<file path="src/common/icfe_pkg.sv">
// Operation
// - Eight external channels in four pairs A to D, even and odd.
// - Edge select one sets pending on rising edge, zero on falling edge.
// - Each external channel has its own mask bit suppressing its request.
// - Pair priority field; even channel LSB zero, odd channel LSB one.
// - Per-channel source select routes pin or internal peripheral request.
// - Channel D1 fed by non-maskable pin or wake-up unit, wake-up select.
// - Standard channels E0 to H1 carry CAN, I0 serial, I1 reserved.
// - Standard pending set by edge event, cleared by hardware on acknowledge.
// - Clearing a standard mask bit stops that channel's request.
// - Standard pair priority field; even LSB zero, odd LSB one.
// - Shared vector bits 1 to 4 track highest-priority pending channel.
// - Equal standard priorities resolved by daisy chain, E0 first, I1 last.
// - Standard overrun flag set when request repeats before acknowledge.
// - Top-level source bit high selects pin, low selects watchdog count end.
// - Top-level polarity bit picks pin rising edge when set, falling when clear; watchdog count end always on rising edge.
// - Selected top-level event sets the top-level pending bit.
// - Maskable top-level path needs enable bit and global enable both set.
// - During top-level service block all interrupts, DMA and top requests.
// - Top-level handling leaves global enable, priority level, save unchanged.
// - External pending cleared on acknowledge; software may set it.
// - Top-level pending cleared on acknowledge; software may set it.
// - Priorities three bits, zero highest, level seven never acknowledged.
// - External request needs mask, pending and global enable all one.
`default_nettype none
package icfe_pkg;
  localparam int NUM_EXT  = 8;
  localparam int NUM_STD  = 10;
  localparam int NUM_SYNC = 20;
  localparam int SYNC_STD = 8;
  localparam int SYNC_NMI = 18;
  localparam int SYNC_WDT = 19;

  localparam logic [7:0] ADDR_CENTRAL_INTERRUPT_CONTROL    = 8'hE6;
  localparam logic [7:0] ADDR_EXTERNAL_EDGE_SELECT    = 8'hF2;
  localparam logic [7:0] ADDR_EXTERNAL_PENDING_FLAGS    = 8'hF3;
  localparam logic [7:0] ADDR_EXTERNAL_MASK_BITS    = 8'hF4;
  localparam logic [7:0] ADDR_EXTERNAL_PAIR_PRIORITY   = 8'hF5;
  localparam logic [7:0] ADDR_EXTERNAL_VECTOR_AND_SOURCE    = 8'hF6;
  localparam logic [7:0] ADDR_NESTED_PRIORITY_SAVE    = 8'hF7;
  localparam logic [7:0] ADDR_SPEND_L = 8'hD0;
  localparam logic [7:0] ADDR_SPEND_H = 8'hD1;
  localparam logic [7:0] ADDR_SMASK_L = 8'hD2;
  localparam logic [7:0] ADDR_SMASK_H = 8'hD3;
  localparam logic [7:0] ADDR_SEDGE_L = 8'hD4;
  localparam logic [7:0] ADDR_SEDGE_H = 8'hD5;
  localparam logic [7:0] ADDR_SPRL_L  = 8'hD6;
  localparam logic [7:0] ADDR_SPRL_H  = 8'hD7;
  localparam logic [7:0] ADDR_SVEC    = 8'hD8;
  localparam logic [7:0] ADDR_SOVR_L  = 8'hD9;
  localparam logic [7:0] ADDR_SOVR_H  = 8'hDA;
  localparam logic [7:0] ADDR_WUCTL   = 8'hDB;
  localparam logic [7:0] ADDR_SRCSEL  = 8'hDC;

  localparam logic [7:0] RST_CENTRAL_INTERRUPT_CONTROL  = 8'h87;
  localparam logic [7:0] RST_EXTERNAL_EDGE_SELECT  = 8'h00;
  localparam logic [7:0] RST_EXTERNAL_PENDING_FLAGS  = 8'h00;
  localparam logic [7:0] RST_EXTERNAL_MASK_BITS  = 8'h00;
  localparam logic [7:0] RST_EXTERNAL_PAIR_PRIORITY = 8'hFF;
  localparam logic [7:0] RST_EXTERNAL_VECTOR_AND_SOURCE  = 8'h04;
  localparam logic [9:0] RST_SPRL  = 10'h3FF;

  localparam int CENTRAL_INTERRUPT_CONTROL_GCEN  = 7;
  localparam int CENTRAL_INTERRUPT_CONTROL_TOPLEVEL_PENDING  = 6;
  localparam int CENTRAL_INTERRUPT_CONTROL_TLI   = 5;
  localparam int CENTRAL_INTERRUPT_CONTROL_IEN   = 4;
  localparam int CENTRAL_INTERRUPT_CONTROL_IAM   = 3;
  localparam int EXTERNAL_VECTOR_AND_SOURCE_TOPLEVEL_EDGE_POLARITY = 3;
  localparam int EXTERNAL_VECTOR_AND_SOURCE_TOPLEVEL_SOURCE_SEL  = 2;
  localparam int EXTERNAL_VECTOR_AND_SOURCE_CHAN_A_EVEN_SOURCE_SEL  = 0;
  localparam int NESTED_PRIORITY_SAVE_TOPLEVEL_NONMASK_ENABLE  = 7;
  localparam int WUCTL_CHAN_D_ODD_SOURCE_SEL = 0;

  localparam logic [2:0] PRIO_NEVER = 3'h7;
endpackage : icfe_pkg
`default_nettype wire

</file>
<file path="src/hdl/icfe_top.sv">
// Design decision made here: the strobed register port.
`default_nettype none
module icfe_top (
  input  wire logic       clock_i,
  input  wire logic       rst_n_i,
  input  wire logic [7:0] addr_i,
  input  wire logic [7:0] wdata_i,
  input  wire logic       wr_i,
  input  wire logic       rd_i,
  output logic      [7:0] rdata_o,
  input  wire logic [6:0] ext_pin_i,
  input  wire logic       nmi_pin_i,
  input  wire logic [6:0] periph_req_i,
  input  wire logic       wakeup_req_i,
  input  wire logic [8:0] std_src_i,
  input  wire logic       wdt_eoc_i,
  input  wire logic [7:0] ack_ext_i,
  input  wire logic [9:0] ack_std_i,
  input  wire logic       ack_top_i,
  input  wire logic       iret_top_i,
  output logic      [7:0] ext_req_o,
  output logic            std_req_o,
  output logic      [2:0] std_prio_o,
  output logic            top_req_o,
  output logic            dma_block_o
);
  localparam int NE = icfe_pkg::NUM_EXT;
  localparam int NS = icfe_pkg::NUM_STD;
  localparam int NY = icfe_pkg::NUM_SYNC;

  // Control and status state
  logic          gcen;
  logic          toplevel_pending;
  logic          toplevel_maskable_enable;
  logic          global_int_enable;
  logic          iam;
  logic [2:0]    current_priority_level;
  logic [NE-1:0] edge_sel;
  logic [NE-1:0] ext_pend;
  logic [NE-1:0] ext_mask;
  logic [7:0]    ext_prl;
  logic [7:0]    external_vector_and_source;
  logic [6:0]    nested_priority_save_save;
  logic          toplevel_nonmask_enable;
  logic [5:0]    src_mid;
  logic          chan_d_odd_source_sel;
  logic [NS-1:0] std_pend;
  logic [NS-1:0] std_mask;
  logic [NS-1:0] std_edge;
  logic [NS-1:0] std_prl;
  logic [2:0]    std_vbase;
  logic [NS-1:0] std_ovr;
  logic [NY-1:0] sync_a;
  logic [NY-1:0] sync_b;
  logic [NY-1:0] sync_c;

  // Register decode
  wire wr_central_interrupt_control   = wr_i && (addr_i == icfe_pkg::ADDR_CENTRAL_INTERRUPT_CONTROL);
  wire wr_external_edge_select   = wr_i && (addr_i == icfe_pkg::ADDR_EXTERNAL_EDGE_SELECT);
  wire wr_external_pending_flags   = wr_i && (addr_i == icfe_pkg::ADDR_EXTERNAL_PENDING_FLAGS);
  wire wr_external_mask_bits   = wr_i && (addr_i == icfe_pkg::ADDR_EXTERNAL_MASK_BITS);
  wire wr_external_pair_priority  = wr_i && (addr_i == icfe_pkg::ADDR_EXTERNAL_PAIR_PRIORITY);
  wire wr_external_vector_and_source   = wr_i && (addr_i == icfe_pkg::ADDR_EXTERNAL_VECTOR_AND_SOURCE);
  wire wr_nested_priority_save   = wr_i && (addr_i == icfe_pkg::ADDR_NESTED_PRIORITY_SAVE);
  wire wr_spendl = wr_i && (addr_i == icfe_pkg::ADDR_SPEND_L);
  wire wr_spendh = wr_i && (addr_i == icfe_pkg::ADDR_SPEND_H);
  wire wr_smaskl = wr_i && (addr_i == icfe_pkg::ADDR_SMASK_L);
  wire wr_smaskh = wr_i && (addr_i == icfe_pkg::ADDR_SMASK_H);
  wire wr_sedgel = wr_i && (addr_i == icfe_pkg::ADDR_SEDGE_L);
  wire wr_sedgeh = wr_i && (addr_i == icfe_pkg::ADDR_SEDGE_H);
  wire wr_sprll  = wr_i && (addr_i == icfe_pkg::ADDR_SPRL_L);
  wire wr_sprlh  = wr_i && (addr_i == icfe_pkg::ADDR_SPRL_H);
  wire wr_svec   = wr_i && (addr_i == icfe_pkg::ADDR_SVEC);
  wire wr_sovrl  = wr_i && (addr_i == icfe_pkg::ADDR_SOVR_L);
  wire wr_sovrh  = wr_i && (addr_i == icfe_pkg::ADDR_SOVR_H);
  wire wr_wuctl  = wr_i && (addr_i == icfe_pkg::ADDR_WUCTL);
  wire wr_srcsel = wr_i && (addr_i == icfe_pkg::ADDR_SRCSEL);

  // Source steering: bit set means the internal peripheral drives the channel
  wire [NE-1:0] ext_sel = {chan_d_odd_source_sel, src_mid, external_vector_and_source[icfe_pkg::EXTERNAL_VECTOR_AND_SOURCE_CHAN_A_EVEN_SOURCE_SEL]};
  wire [NE-1:0] ext_pinv  = {nmi_pin_i, ext_pin_i};
  wire [NE-1:0] ext_perv  = {wakeup_req_i, periph_req_i};
  wire [NE-1:0] ext_raw   = (ext_sel & ext_perv) | (~ext_sel & ext_pinv);
  // I1 has no source
  wire [NS-1:0] std_raw   = {1'b0, std_src_i};
  wire [NY-1:0] raw_in    = {wdt_eoc_i, nmi_pin_i, std_raw, ext_raw};

  // Edge detection on second and third sample stages
  wire [NY-1:0] rise = sync_b & ~sync_c;
  wire [NY-1:0] fall = ~sync_b & sync_c;

  wire [NE-1:0] ext_evt = (edge_sel & rise[NE-1:0])
                        | (~edge_sel & fall[NE-1:0]);
  wire [NS-1:0] std_rise = rise[icfe_pkg::SYNC_STD +: NS];
  wire [NS-1:0] std_fall = fall[icfe_pkg::SYNC_STD +: NS];
  wire [NS-1:0] std_evt  = (std_edge & std_rise) | (~std_edge & std_fall);

  wire toplevel_source_sel  = external_vector_and_source[icfe_pkg::EXTERNAL_VECTOR_AND_SOURCE_TOPLEVEL_SOURCE_SEL];
  wire toplevel_edge_polarity = external_vector_and_source[icfe_pkg::EXTERNAL_VECTOR_AND_SOURCE_TOPLEVEL_EDGE_POLARITY];
  wire nmi_evt = toplevel_edge_polarity ? rise[icfe_pkg::SYNC_NMI]
                       : fall[icfe_pkg::SYNC_NMI];
  wire top_evt = toplevel_source_sel ? nmi_evt : rise[icfe_pkg::SYNC_WDT];

  // Per-channel priority levels
  logic [2:0] ext_lvl [NE];
  logic [2:0] std_lvl [NS];
  logic [NE-1:0] ext_lvl_ok;
  logic [NS-1:0] std_elig;

  for (genvar g = 0; g < NE; g++) begin : g_ext_lvl
    assign ext_lvl[g] = {ext_prl[2*(g/2)+1], ext_prl[2*(g/2)],
                         1'(g % 2)};
    assign ext_lvl_ok[g] = ext_lvl[g] != icfe_pkg::PRIO_NEVER;
  end

  for (genvar g = 0; g < NS; g++) begin : g_std_lvl
    assign std_lvl[g] = {std_prl[2*(g/2)+1], std_prl[2*(g/2)],
                         1'(g % 2)};
    assign std_elig[g] = std_pend[g] && std_mask[g]
                      && (std_lvl[g] != icfe_pkg::PRIO_NEVER);
  end

  // Daisy-chain winner: strict less-than keeps the earlier channel on a tie
  logic [3:0] win_idx;
  logic [2:0] win_lvl;
  logic       win_found;

  always_comb begin
    win_idx   = 4'h0;
    win_lvl   = icfe_pkg::PRIO_NEVER;
    win_found = 1'b0;
    for (int k = 0; k < NS; k++) begin
      if (std_elig[k] && (!win_found || std_lvl[k] < win_lvl)) begin
        win_idx   = 4'(k);
        win_lvl   = std_lvl[k];
        win_found = 1'b1;
      end
    end
  end

  wire [7:0] svec_rd = {std_vbase, win_idx, 1'b0};

  // Next state of event-driven flags; hardware set wins over any clear
  wire [NE-1:0] next_ext_pend = wr_external_pending_flags
                              ? (wdata_i | ext_evt)
                              : ((ext_pend & ~ack_ext_i) | ext_evt);
  wire [NS-1:0] std_wdata = {wdata_i[1:0], wdata_i};
  wire [NS-1:0] std_wmask = {{2{wr_spendh}}, {8{wr_spendl}}};
  wire [NS-1:0] std_kept  = (std_wmask & std_wdata)
                          | (~std_wmask & std_pend & ~ack_std_i);
  wire [NS-1:0] next_std_pend = std_kept | std_evt;
  wire [NS-1:0] ovr_set  = std_evt & std_pend & ~ack_std_i;
  wire [NS-1:0] ovr_wm   = {{2{wr_sovrh}}, {8{wr_sovrl}}};
  wire [NS-1:0] next_std_ovr = (std_ovr & (~ovr_wm | std_wdata)) | ovr_set;
  wire next_toplevel_pending = (wr_central_interrupt_control ? wdata_i[icfe_pkg::CENTRAL_INTERRUPT_CONTROL_TOPLEVEL_PENDING]
                            : (toplevel_pending & ~ack_top_i)) | top_evt;
  wire next_toplevel_nonmask_enable = toplevel_nonmask_enable | (wr_nested_priority_save & wdata_i[icfe_pkg::NESTED_PRIORITY_SAVE_TOPLEVEL_NONMASK_ENABLE]);
  wire next_in_top = ack_top_i | (dma_block_o & ~iret_top_i);

  // Requests toward the core, all held off during top-level service
  wire open_gate = global_int_enable && !dma_block_o;
  wire [NE-1:0] next_ext_req = ext_pend & ext_mask & ext_lvl_ok
                             & {NE{open_gate}};
  wire next_std_req = win_found && open_gate;
  wire next_top_req = toplevel_pending && !dma_block_o
                   && ((toplevel_maskable_enable && global_int_enable) || toplevel_nonmask_enable);

  // Read selection
  wire [7:0] central_interrupt_control_rd = {gcen, toplevel_pending, toplevel_maskable_enable, global_int_enable, iam, current_priority_level};
  wire [7:0] rd_mux =
      (addr_i == icfe_pkg::ADDR_CENTRAL_INTERRUPT_CONTROL)    ? central_interrupt_control_rd :
      (addr_i == icfe_pkg::ADDR_EXTERNAL_EDGE_SELECT)    ? edge_sel :
      (addr_i == icfe_pkg::ADDR_EXTERNAL_PENDING_FLAGS)    ? ext_pend :
      (addr_i == icfe_pkg::ADDR_EXTERNAL_MASK_BITS)    ? ext_mask :
      (addr_i == icfe_pkg::ADDR_EXTERNAL_PAIR_PRIORITY)   ? ext_prl :
      (addr_i == icfe_pkg::ADDR_EXTERNAL_VECTOR_AND_SOURCE)    ? external_vector_and_source :
      (addr_i == icfe_pkg::ADDR_NESTED_PRIORITY_SAVE)    ? {toplevel_nonmask_enable, nested_priority_save_save} :
      (addr_i == icfe_pkg::ADDR_SPEND_L) ? std_pend[7:0] :
      (addr_i == icfe_pkg::ADDR_SPEND_H) ? {6'h00, std_pend[9:8]} :
      (addr_i == icfe_pkg::ADDR_SMASK_L) ? std_mask[7:0] :
      (addr_i == icfe_pkg::ADDR_SMASK_H) ? {6'h00, std_mask[9:8]} :
      (addr_i == icfe_pkg::ADDR_SEDGE_L) ? std_edge[7:0] :
      (addr_i == icfe_pkg::ADDR_SEDGE_H) ? {6'h00, std_edge[9:8]} :
      (addr_i == icfe_pkg::ADDR_SPRL_L)  ? std_prl[7:0] :
      (addr_i == icfe_pkg::ADDR_SPRL_H)  ? {6'h00, std_prl[9:8]} :
      (addr_i == icfe_pkg::ADDR_SVEC)    ? svec_rd :
      (addr_i == icfe_pkg::ADDR_SOVR_L)  ? std_ovr[7:0] :
      (addr_i == icfe_pkg::ADDR_SOVR_H)  ? {6'h00, std_ovr[9:8]} :
      (addr_i == icfe_pkg::ADDR_WUCTL)   ? {7'h00, chan_d_odd_source_sel} :
      (addr_i == icfe_pkg::ADDR_SRCSEL)  ? {1'b0, src_mid, 1'b0} :
                                           8'h00;

  // Input synchroniser and previous-sample stage
  always_ff @(posedge clock_i or negedge rst_n_i) begin
    if (!rst_n_i) begin
      sync_a <= '0;
      sync_b <= '0;
      sync_c <= '0;
    end else begin
      sync_a <= raw_in;
      sync_b <= sync_a;
      sync_c <= sync_b;
    end
  end

  // Central control; acknowledges never touch enable, level or save bits
  always_ff @(posedge clock_i or negedge rst_n_i) begin
    if (!rst_n_i) begin
      gcen <= icfe_pkg::RST_CENTRAL_INTERRUPT_CONTROL[icfe_pkg::CENTRAL_INTERRUPT_CONTROL_GCEN];
      toplevel_pending <= icfe_pkg::RST_CENTRAL_INTERRUPT_CONTROL[icfe_pkg::CENTRAL_INTERRUPT_CONTROL_TOPLEVEL_PENDING];
      toplevel_maskable_enable  <= icfe_pkg::RST_CENTRAL_INTERRUPT_CONTROL[icfe_pkg::CENTRAL_INTERRUPT_CONTROL_TLI];
      global_int_enable  <= icfe_pkg::RST_CENTRAL_INTERRUPT_CONTROL[icfe_pkg::CENTRAL_INTERRUPT_CONTROL_IEN];
      iam  <= icfe_pkg::RST_CENTRAL_INTERRUPT_CONTROL[icfe_pkg::CENTRAL_INTERRUPT_CONTROL_IAM];
      current_priority_level  <= icfe_pkg::RST_CENTRAL_INTERRUPT_CONTROL[2:0];
      toplevel_nonmask_enable <= 1'b0;
      nested_priority_save_save <= 7'h00;
      dma_block_o <= 1'b0;
    end else begin
      toplevel_pending <= next_toplevel_pending;
      toplevel_nonmask_enable <= next_toplevel_nonmask_enable;
      dma_block_o <= next_in_top;
      if (wr_central_interrupt_control) begin
        gcen <= wdata_i[icfe_pkg::CENTRAL_INTERRUPT_CONTROL_GCEN];
        toplevel_maskable_enable  <= wdata_i[icfe_pkg::CENTRAL_INTERRUPT_CONTROL_TLI];
        global_int_enable  <= wdata_i[icfe_pkg::CENTRAL_INTERRUPT_CONTROL_IEN];
        iam  <= wdata_i[icfe_pkg::CENTRAL_INTERRUPT_CONTROL_IAM];
        current_priority_level  <= wdata_i[2:0];
      end
      if (wr_nested_priority_save) begin
        nested_priority_save_save <= wdata_i[6:0];
      end
    end
  end

  // External channel configuration and pending flags
  always_ff @(posedge clock_i or negedge rst_n_i) begin
    if (!rst_n_i) begin
      edge_sel <= icfe_pkg::RST_EXTERNAL_EDGE_SELECT;
      ext_pend <= icfe_pkg::RST_EXTERNAL_PENDING_FLAGS;
      ext_mask <= icfe_pkg::RST_EXTERNAL_MASK_BITS;
      ext_prl  <= icfe_pkg::RST_EXTERNAL_PAIR_PRIORITY;
      external_vector_and_source     <= icfe_pkg::RST_EXTERNAL_VECTOR_AND_SOURCE;
      src_mid  <= 6'h00;
      chan_d_odd_source_sel     <= 1'b0;
    end else begin
      ext_pend <= next_ext_pend;
      if (wr_external_edge_select)   edge_sel <= wdata_i;
      if (wr_external_mask_bits)   ext_mask <= wdata_i;
      if (wr_external_pair_priority)  ext_prl  <= wdata_i;
      if (wr_external_vector_and_source)   external_vector_and_source     <= wdata_i;
      if (wr_srcsel) src_mid  <= wdata_i[6:1];
      if (wr_wuctl)  chan_d_odd_source_sel     <= wdata_i[icfe_pkg::WUCTL_CHAN_D_ODD_SOURCE_SEL];
    end
  end

  // Standard channel configuration, pending and overrun flags
  always_ff @(posedge clock_i or negedge rst_n_i) begin
    if (!rst_n_i) begin
      std_pend  <= '0;
      std_mask  <= '0;
      std_edge  <= '0;
      std_prl   <= icfe_pkg::RST_SPRL;
      std_vbase <= 3'h0;
      std_ovr   <= '0;
    end else begin
      std_pend <= next_std_pend;
      std_ovr  <= next_std_ovr;
      if (wr_smaskl) std_mask[7:0] <= wdata_i;
      if (wr_smaskh) std_mask[9:8] <= wdata_i[1:0];
      if (wr_sedgel) std_edge[7:0] <= wdata_i;
      if (wr_sedgeh) std_edge[9:8] <= wdata_i[1:0];
      if (wr_sprll)  std_prl[7:0]  <= wdata_i;
      if (wr_sprlh)  std_prl[9:8]  <= wdata_i[1:0];
      if (wr_svec)   std_vbase     <= wdata_i[7:5];
    end
  end

  // Registered outputs toward the core and the bus
  always_ff @(posedge clock_i or negedge rst_n_i) begin
    if (!rst_n_i) begin
      rdata_o    <= 8'h00;
      ext_req_o  <= 8'h00;
      std_req_o  <= 1'b0;
      std_prio_o <= icfe_pkg::PRIO_NEVER;
      top_req_o  <= 1'b0;
    end else begin
      rdata_o    <= rd_i ? rd_mux : 8'h00;
      ext_req_o  <= next_ext_req;
      std_req_o  <= next_std_req;
      std_prio_o <= win_lvl;
      top_req_o  <= next_top_req;
    end
  end
endmodule : icfe_top
`default_nettype wire

</file>
<file path="config.mk">
export PLATFORM = sky130hd
export DESIGN_NAME = icfe_top
export DESIGN_NICKNAME = d
export VERILOG_FILES = /design/src/common/icfe_pkg.sv /design/src/hdl/icfe_top.sv
export SDC_FILE = /design/constraint.sdc
export NUM_CORES = 1
export LEC_CHECK = 0
export ABC_AREA = 1
export BUFFER_PORTS_ARGS = -buffer_cell sky130_fd_sc_hd__buf_2
export CAP_MARGIN = 10
export CORE_AREA = 5 5 166 168
export CTS_CLUSTER_SIZE = 14
export DETAILED_ROUTE_END_ITERATION = 6
export DIE_AREA = 0 0 171 173
export RECOVER_POWER = 100
export SYNTH_ARGS = -nofsm -noshare
export SYNTH_HDL_FRONTEND = slang
export SYNTH_SLANG_ARGS = --single-unit
</file>
<file path="constraint.sdc">
create_clock -name clock_i -period 21 [get_ports clock_i]
set_clock_uncertainty 0.15 [all_clocks]
set_input_delay 3.15 -clock clock_i [delete_from_list [all_inputs] [get_ports clock_i]]
set_output_delay 3.15 -clock clock_i [all_outputs]
set_load 0.01 [all_outputs]
</file>
==> results.cfg <==
[yosys]
async_flop_share = 1.000
syn_area_um2 = 8861
synthFlopType = dfrtp_1
synth_cell_types = 37
yosys_warnings = 0
synth_xor_area_frac = 0
synth_top_cell_by_area = dfrtp_1
yosysSeqAreaShare = 0.5544
synthAdderAreaFrac = 0.01694
synth.top_cell.area_share = 0.4773
avgSynthCellArea_um2 = 8.611
synthTopCellsByArea = dfrtp_1 48%, nand2_1 12%, o21ai_0 7.8%
ys_ff_latch = 195
synth_nets = 1107
synth_cells = 1029
synth-simple-area-share = 0.2142
synth_top_family_by_area = simple AND/OR/NAND/NOR gates
synth.area.mux_share = 0.008896
synth_compound_gate_area_share = 0.1435
synth-edff-count = 0

[power]
p_comb_frac = 0.076
p_seq_frac = 0.505
ir_drop_v = 0.00005444
swShare = 0.2635
p_clk_frac = 0.419
p_switching_w = 0.0002163
p_leak_nw = 4.749
p_int_w = 0.0006045
powerDensity_nw_per_um2 = 80.45

[drt]
antenna_left = 0
routedWlPerCell_um = 16.94
drtIter0Drc = 577
finalWirelength_um = 24780
drc = 0
vias_per_cell = 5.044
dr.pass1.iters = 5
vias = 7379

[global_routing]
grt_overflow = 0
grt_max_degree = 122
met3_usage = 0.03904
track_usage = 0.1698
antenna_found_initial = 0
grt-busiest-layer = met1
use_met1 = 0.2594
grt_pass1_vias = 6791
grt_pass1_wl_um = 39140
grtUsageMet2 = 0.2380

[floorplanning]
initial_utilization = 0.3439
rows = 59
die_w_um = 171
die_area_um2 = 29580
core_area_um2 = 25760
die_h_um = 173
ios = 88

[cts]
insertion_delay_ns = 0.44
cts.clk_slew.worst_paths_ns = 0.07
cts_resized = 0
cts_tree = built
clk_path_buf_depth = 2
cts_hold_buf = 0
cts_sinks = 195
cts_max_level = 4
post_cts_buffers = 0
cts-buffers-inserted = 17
cts-root-buf = clkbuf_16

[critical_path]
path_delay_family = buffers and inverters
path_cells = clkbuf_1, clkbuf_1
cp_slowest_cell = clkbuf_1
cpPeakStageDelay_ns = 4.39
cp.depth = 2
required_ns = 20.53
r2r_cells = 66
crit_path_frequent_cell = clkbuf_1
cp_max_fo = 121
critPathBufInv = 2
worstPathArrival_ns = 10.61
cp-start-kind = input pin
cp-end-kind = async pin
criticalPathCategory = input pin to async pin

[sta]
slew_headroom = -3.266
setup_slack_ns = 9.922
period_needed_ns = 11.08
fmax_mhz = 90.27
slew_violations = 198
tightest_slew_ns = 6.399
final.period_utilization = 0.5275
setup_tns_ns = 0
final-setup-viol-count = 0
grt_setup_unrepaired = no
hold_violations = 0

[cells_and_area]
nets = 1193
seq_area_um2 = 4912
multiInputGateArea_um2 = 3368
drive_gt1_frac = 0.1383
design_area_um2 = 10200
syn2layout_area_growth_pct = 15.15
n_fill_cell = 2611
final_common_cell = nand2_1
final_cell_mix = 287 x nand2_1, 169 x dfrtp_1, 139 x o21ai_0
antenna_cells = 0

[job]
cap_violations = 2

[placed_design]
io_buffers = 87
gp_congestion = 0.9349
hpwl_um = 18150
placed_area_um2 = 9657
dp_slack_ns = 12.53

[outcome]
violations = max-capacitance violations, max-slew violations
status = finished with violations

[hold_path]
hp-class = flop to flop
min_path_cells = 0
==> flip-flops by register name, indices dropped and copies added (netlist names), 10 cells and up <==
| register | flops |
|---|---|
| std_edge | 10 |
| std_mask | 10 |
| std_ovr | 10 |
| std_pend | 10 |
| std_prl | 10 |
| sync_a | 19 |
| sync_b | 19 |
| sync_c | 19 |
==> final timing paths <==
check / from / end / slack [ns]
setup / recovery: rst_n_i / std_ovr[5]$_DFF_PN0_ / 9.92
hold / removal: sync_a[18]$_DFF_PN0_ / sync_b[18]$_DFF_PN0_ / 0.20
setup reg to reg: std_prl[1]$_DFFE_PN1P_ / rdata_o[3]$_DFF_PN0_ / 12.15
hold reg to reg: sync_a[18]$_DFF_PN0_ / sync_b[18]$_DFF_PN0_ / 0.20
max in group clock_i: std_prl[1]$_DFFE_PN1P_ / rdata_o[3]$_DFF_PN0_ / 12.15
min in group asynchronous: rst_n_i / ext_req_o[0]$_DFF_PN0_ / 4.97
==> power groups by stage <==
stage	registers, W	logic (W)	clock network, W
after global placement	0.000421	0.0000633	0
after detailed placement	0.000421	0.0000643	0
after CTS	0.000414	0.0000645	0.000351
after global routing	0.000417	0.0000724	0.000368
after floorplan	0.000416	0.0000357	0
final	0.000415	0.0000625	0.000344
==> area by class of cell <==
| cell class | instances | area share |
|---|---|---|
| Timing Repair Buffer | 89 | 0.04022 |
| Clock buffer | 18 | 0.04304 |
| Sequential cell | 195 | 0.4814 |
| Inverter | 121 | 0.04586 |
| Multi-Input combinational cell | 691 | 0.3301 |
| Tap cell | 335 | 0.04108 |
| Clock inverter | 14 | 0.01827 |
==> synth_stat cells, drive strengths merged, types with 6 or more instances <==
master and number:
a31oi 7, a221oi 8, ha 12, nor2 91, o211ai 14, a21oi 35, nor3 6, nand3b 7
clkbuf 22, o21ai 142, nand3 24, mux2 7, dfrtp 169, inv 116, nand4 13, nand2 302
dfstp 26
==> per-layer routing <==
metal / vias to the layer above / routed length, µm
li1: 3546 / -
met1: 3505 / 11510
met2: 292 / 10540
met3: 36 / 2171
met4: 0 / 558
met5: - / 0
==> cell families (layout without fill, tap and decap cells) <==
family,Yosys count,after routing
simple gates,448,448
compound gates,224,224
fa+ha+maj,12,12
flops,195,195
buf+inv,143,242
mux,7,7
==> per-stage QoR <==
step                power (W)  instances    util  hold slack, ns
finish              0.0008209       1463  0.3960          0.2006
global route        0.0008575       1463  0.3960          0.2061
CTS                 0.0008293       1463  0.3991          0.2036
detailed placement  0.0004854       1431  0.3748          0.1879
global placement    0.0004842       1431  0.3748          0.1844
floorplan           0.0004514       1029       -          0.1812
No activity file was read; power rests on OpenSTA's default activity.
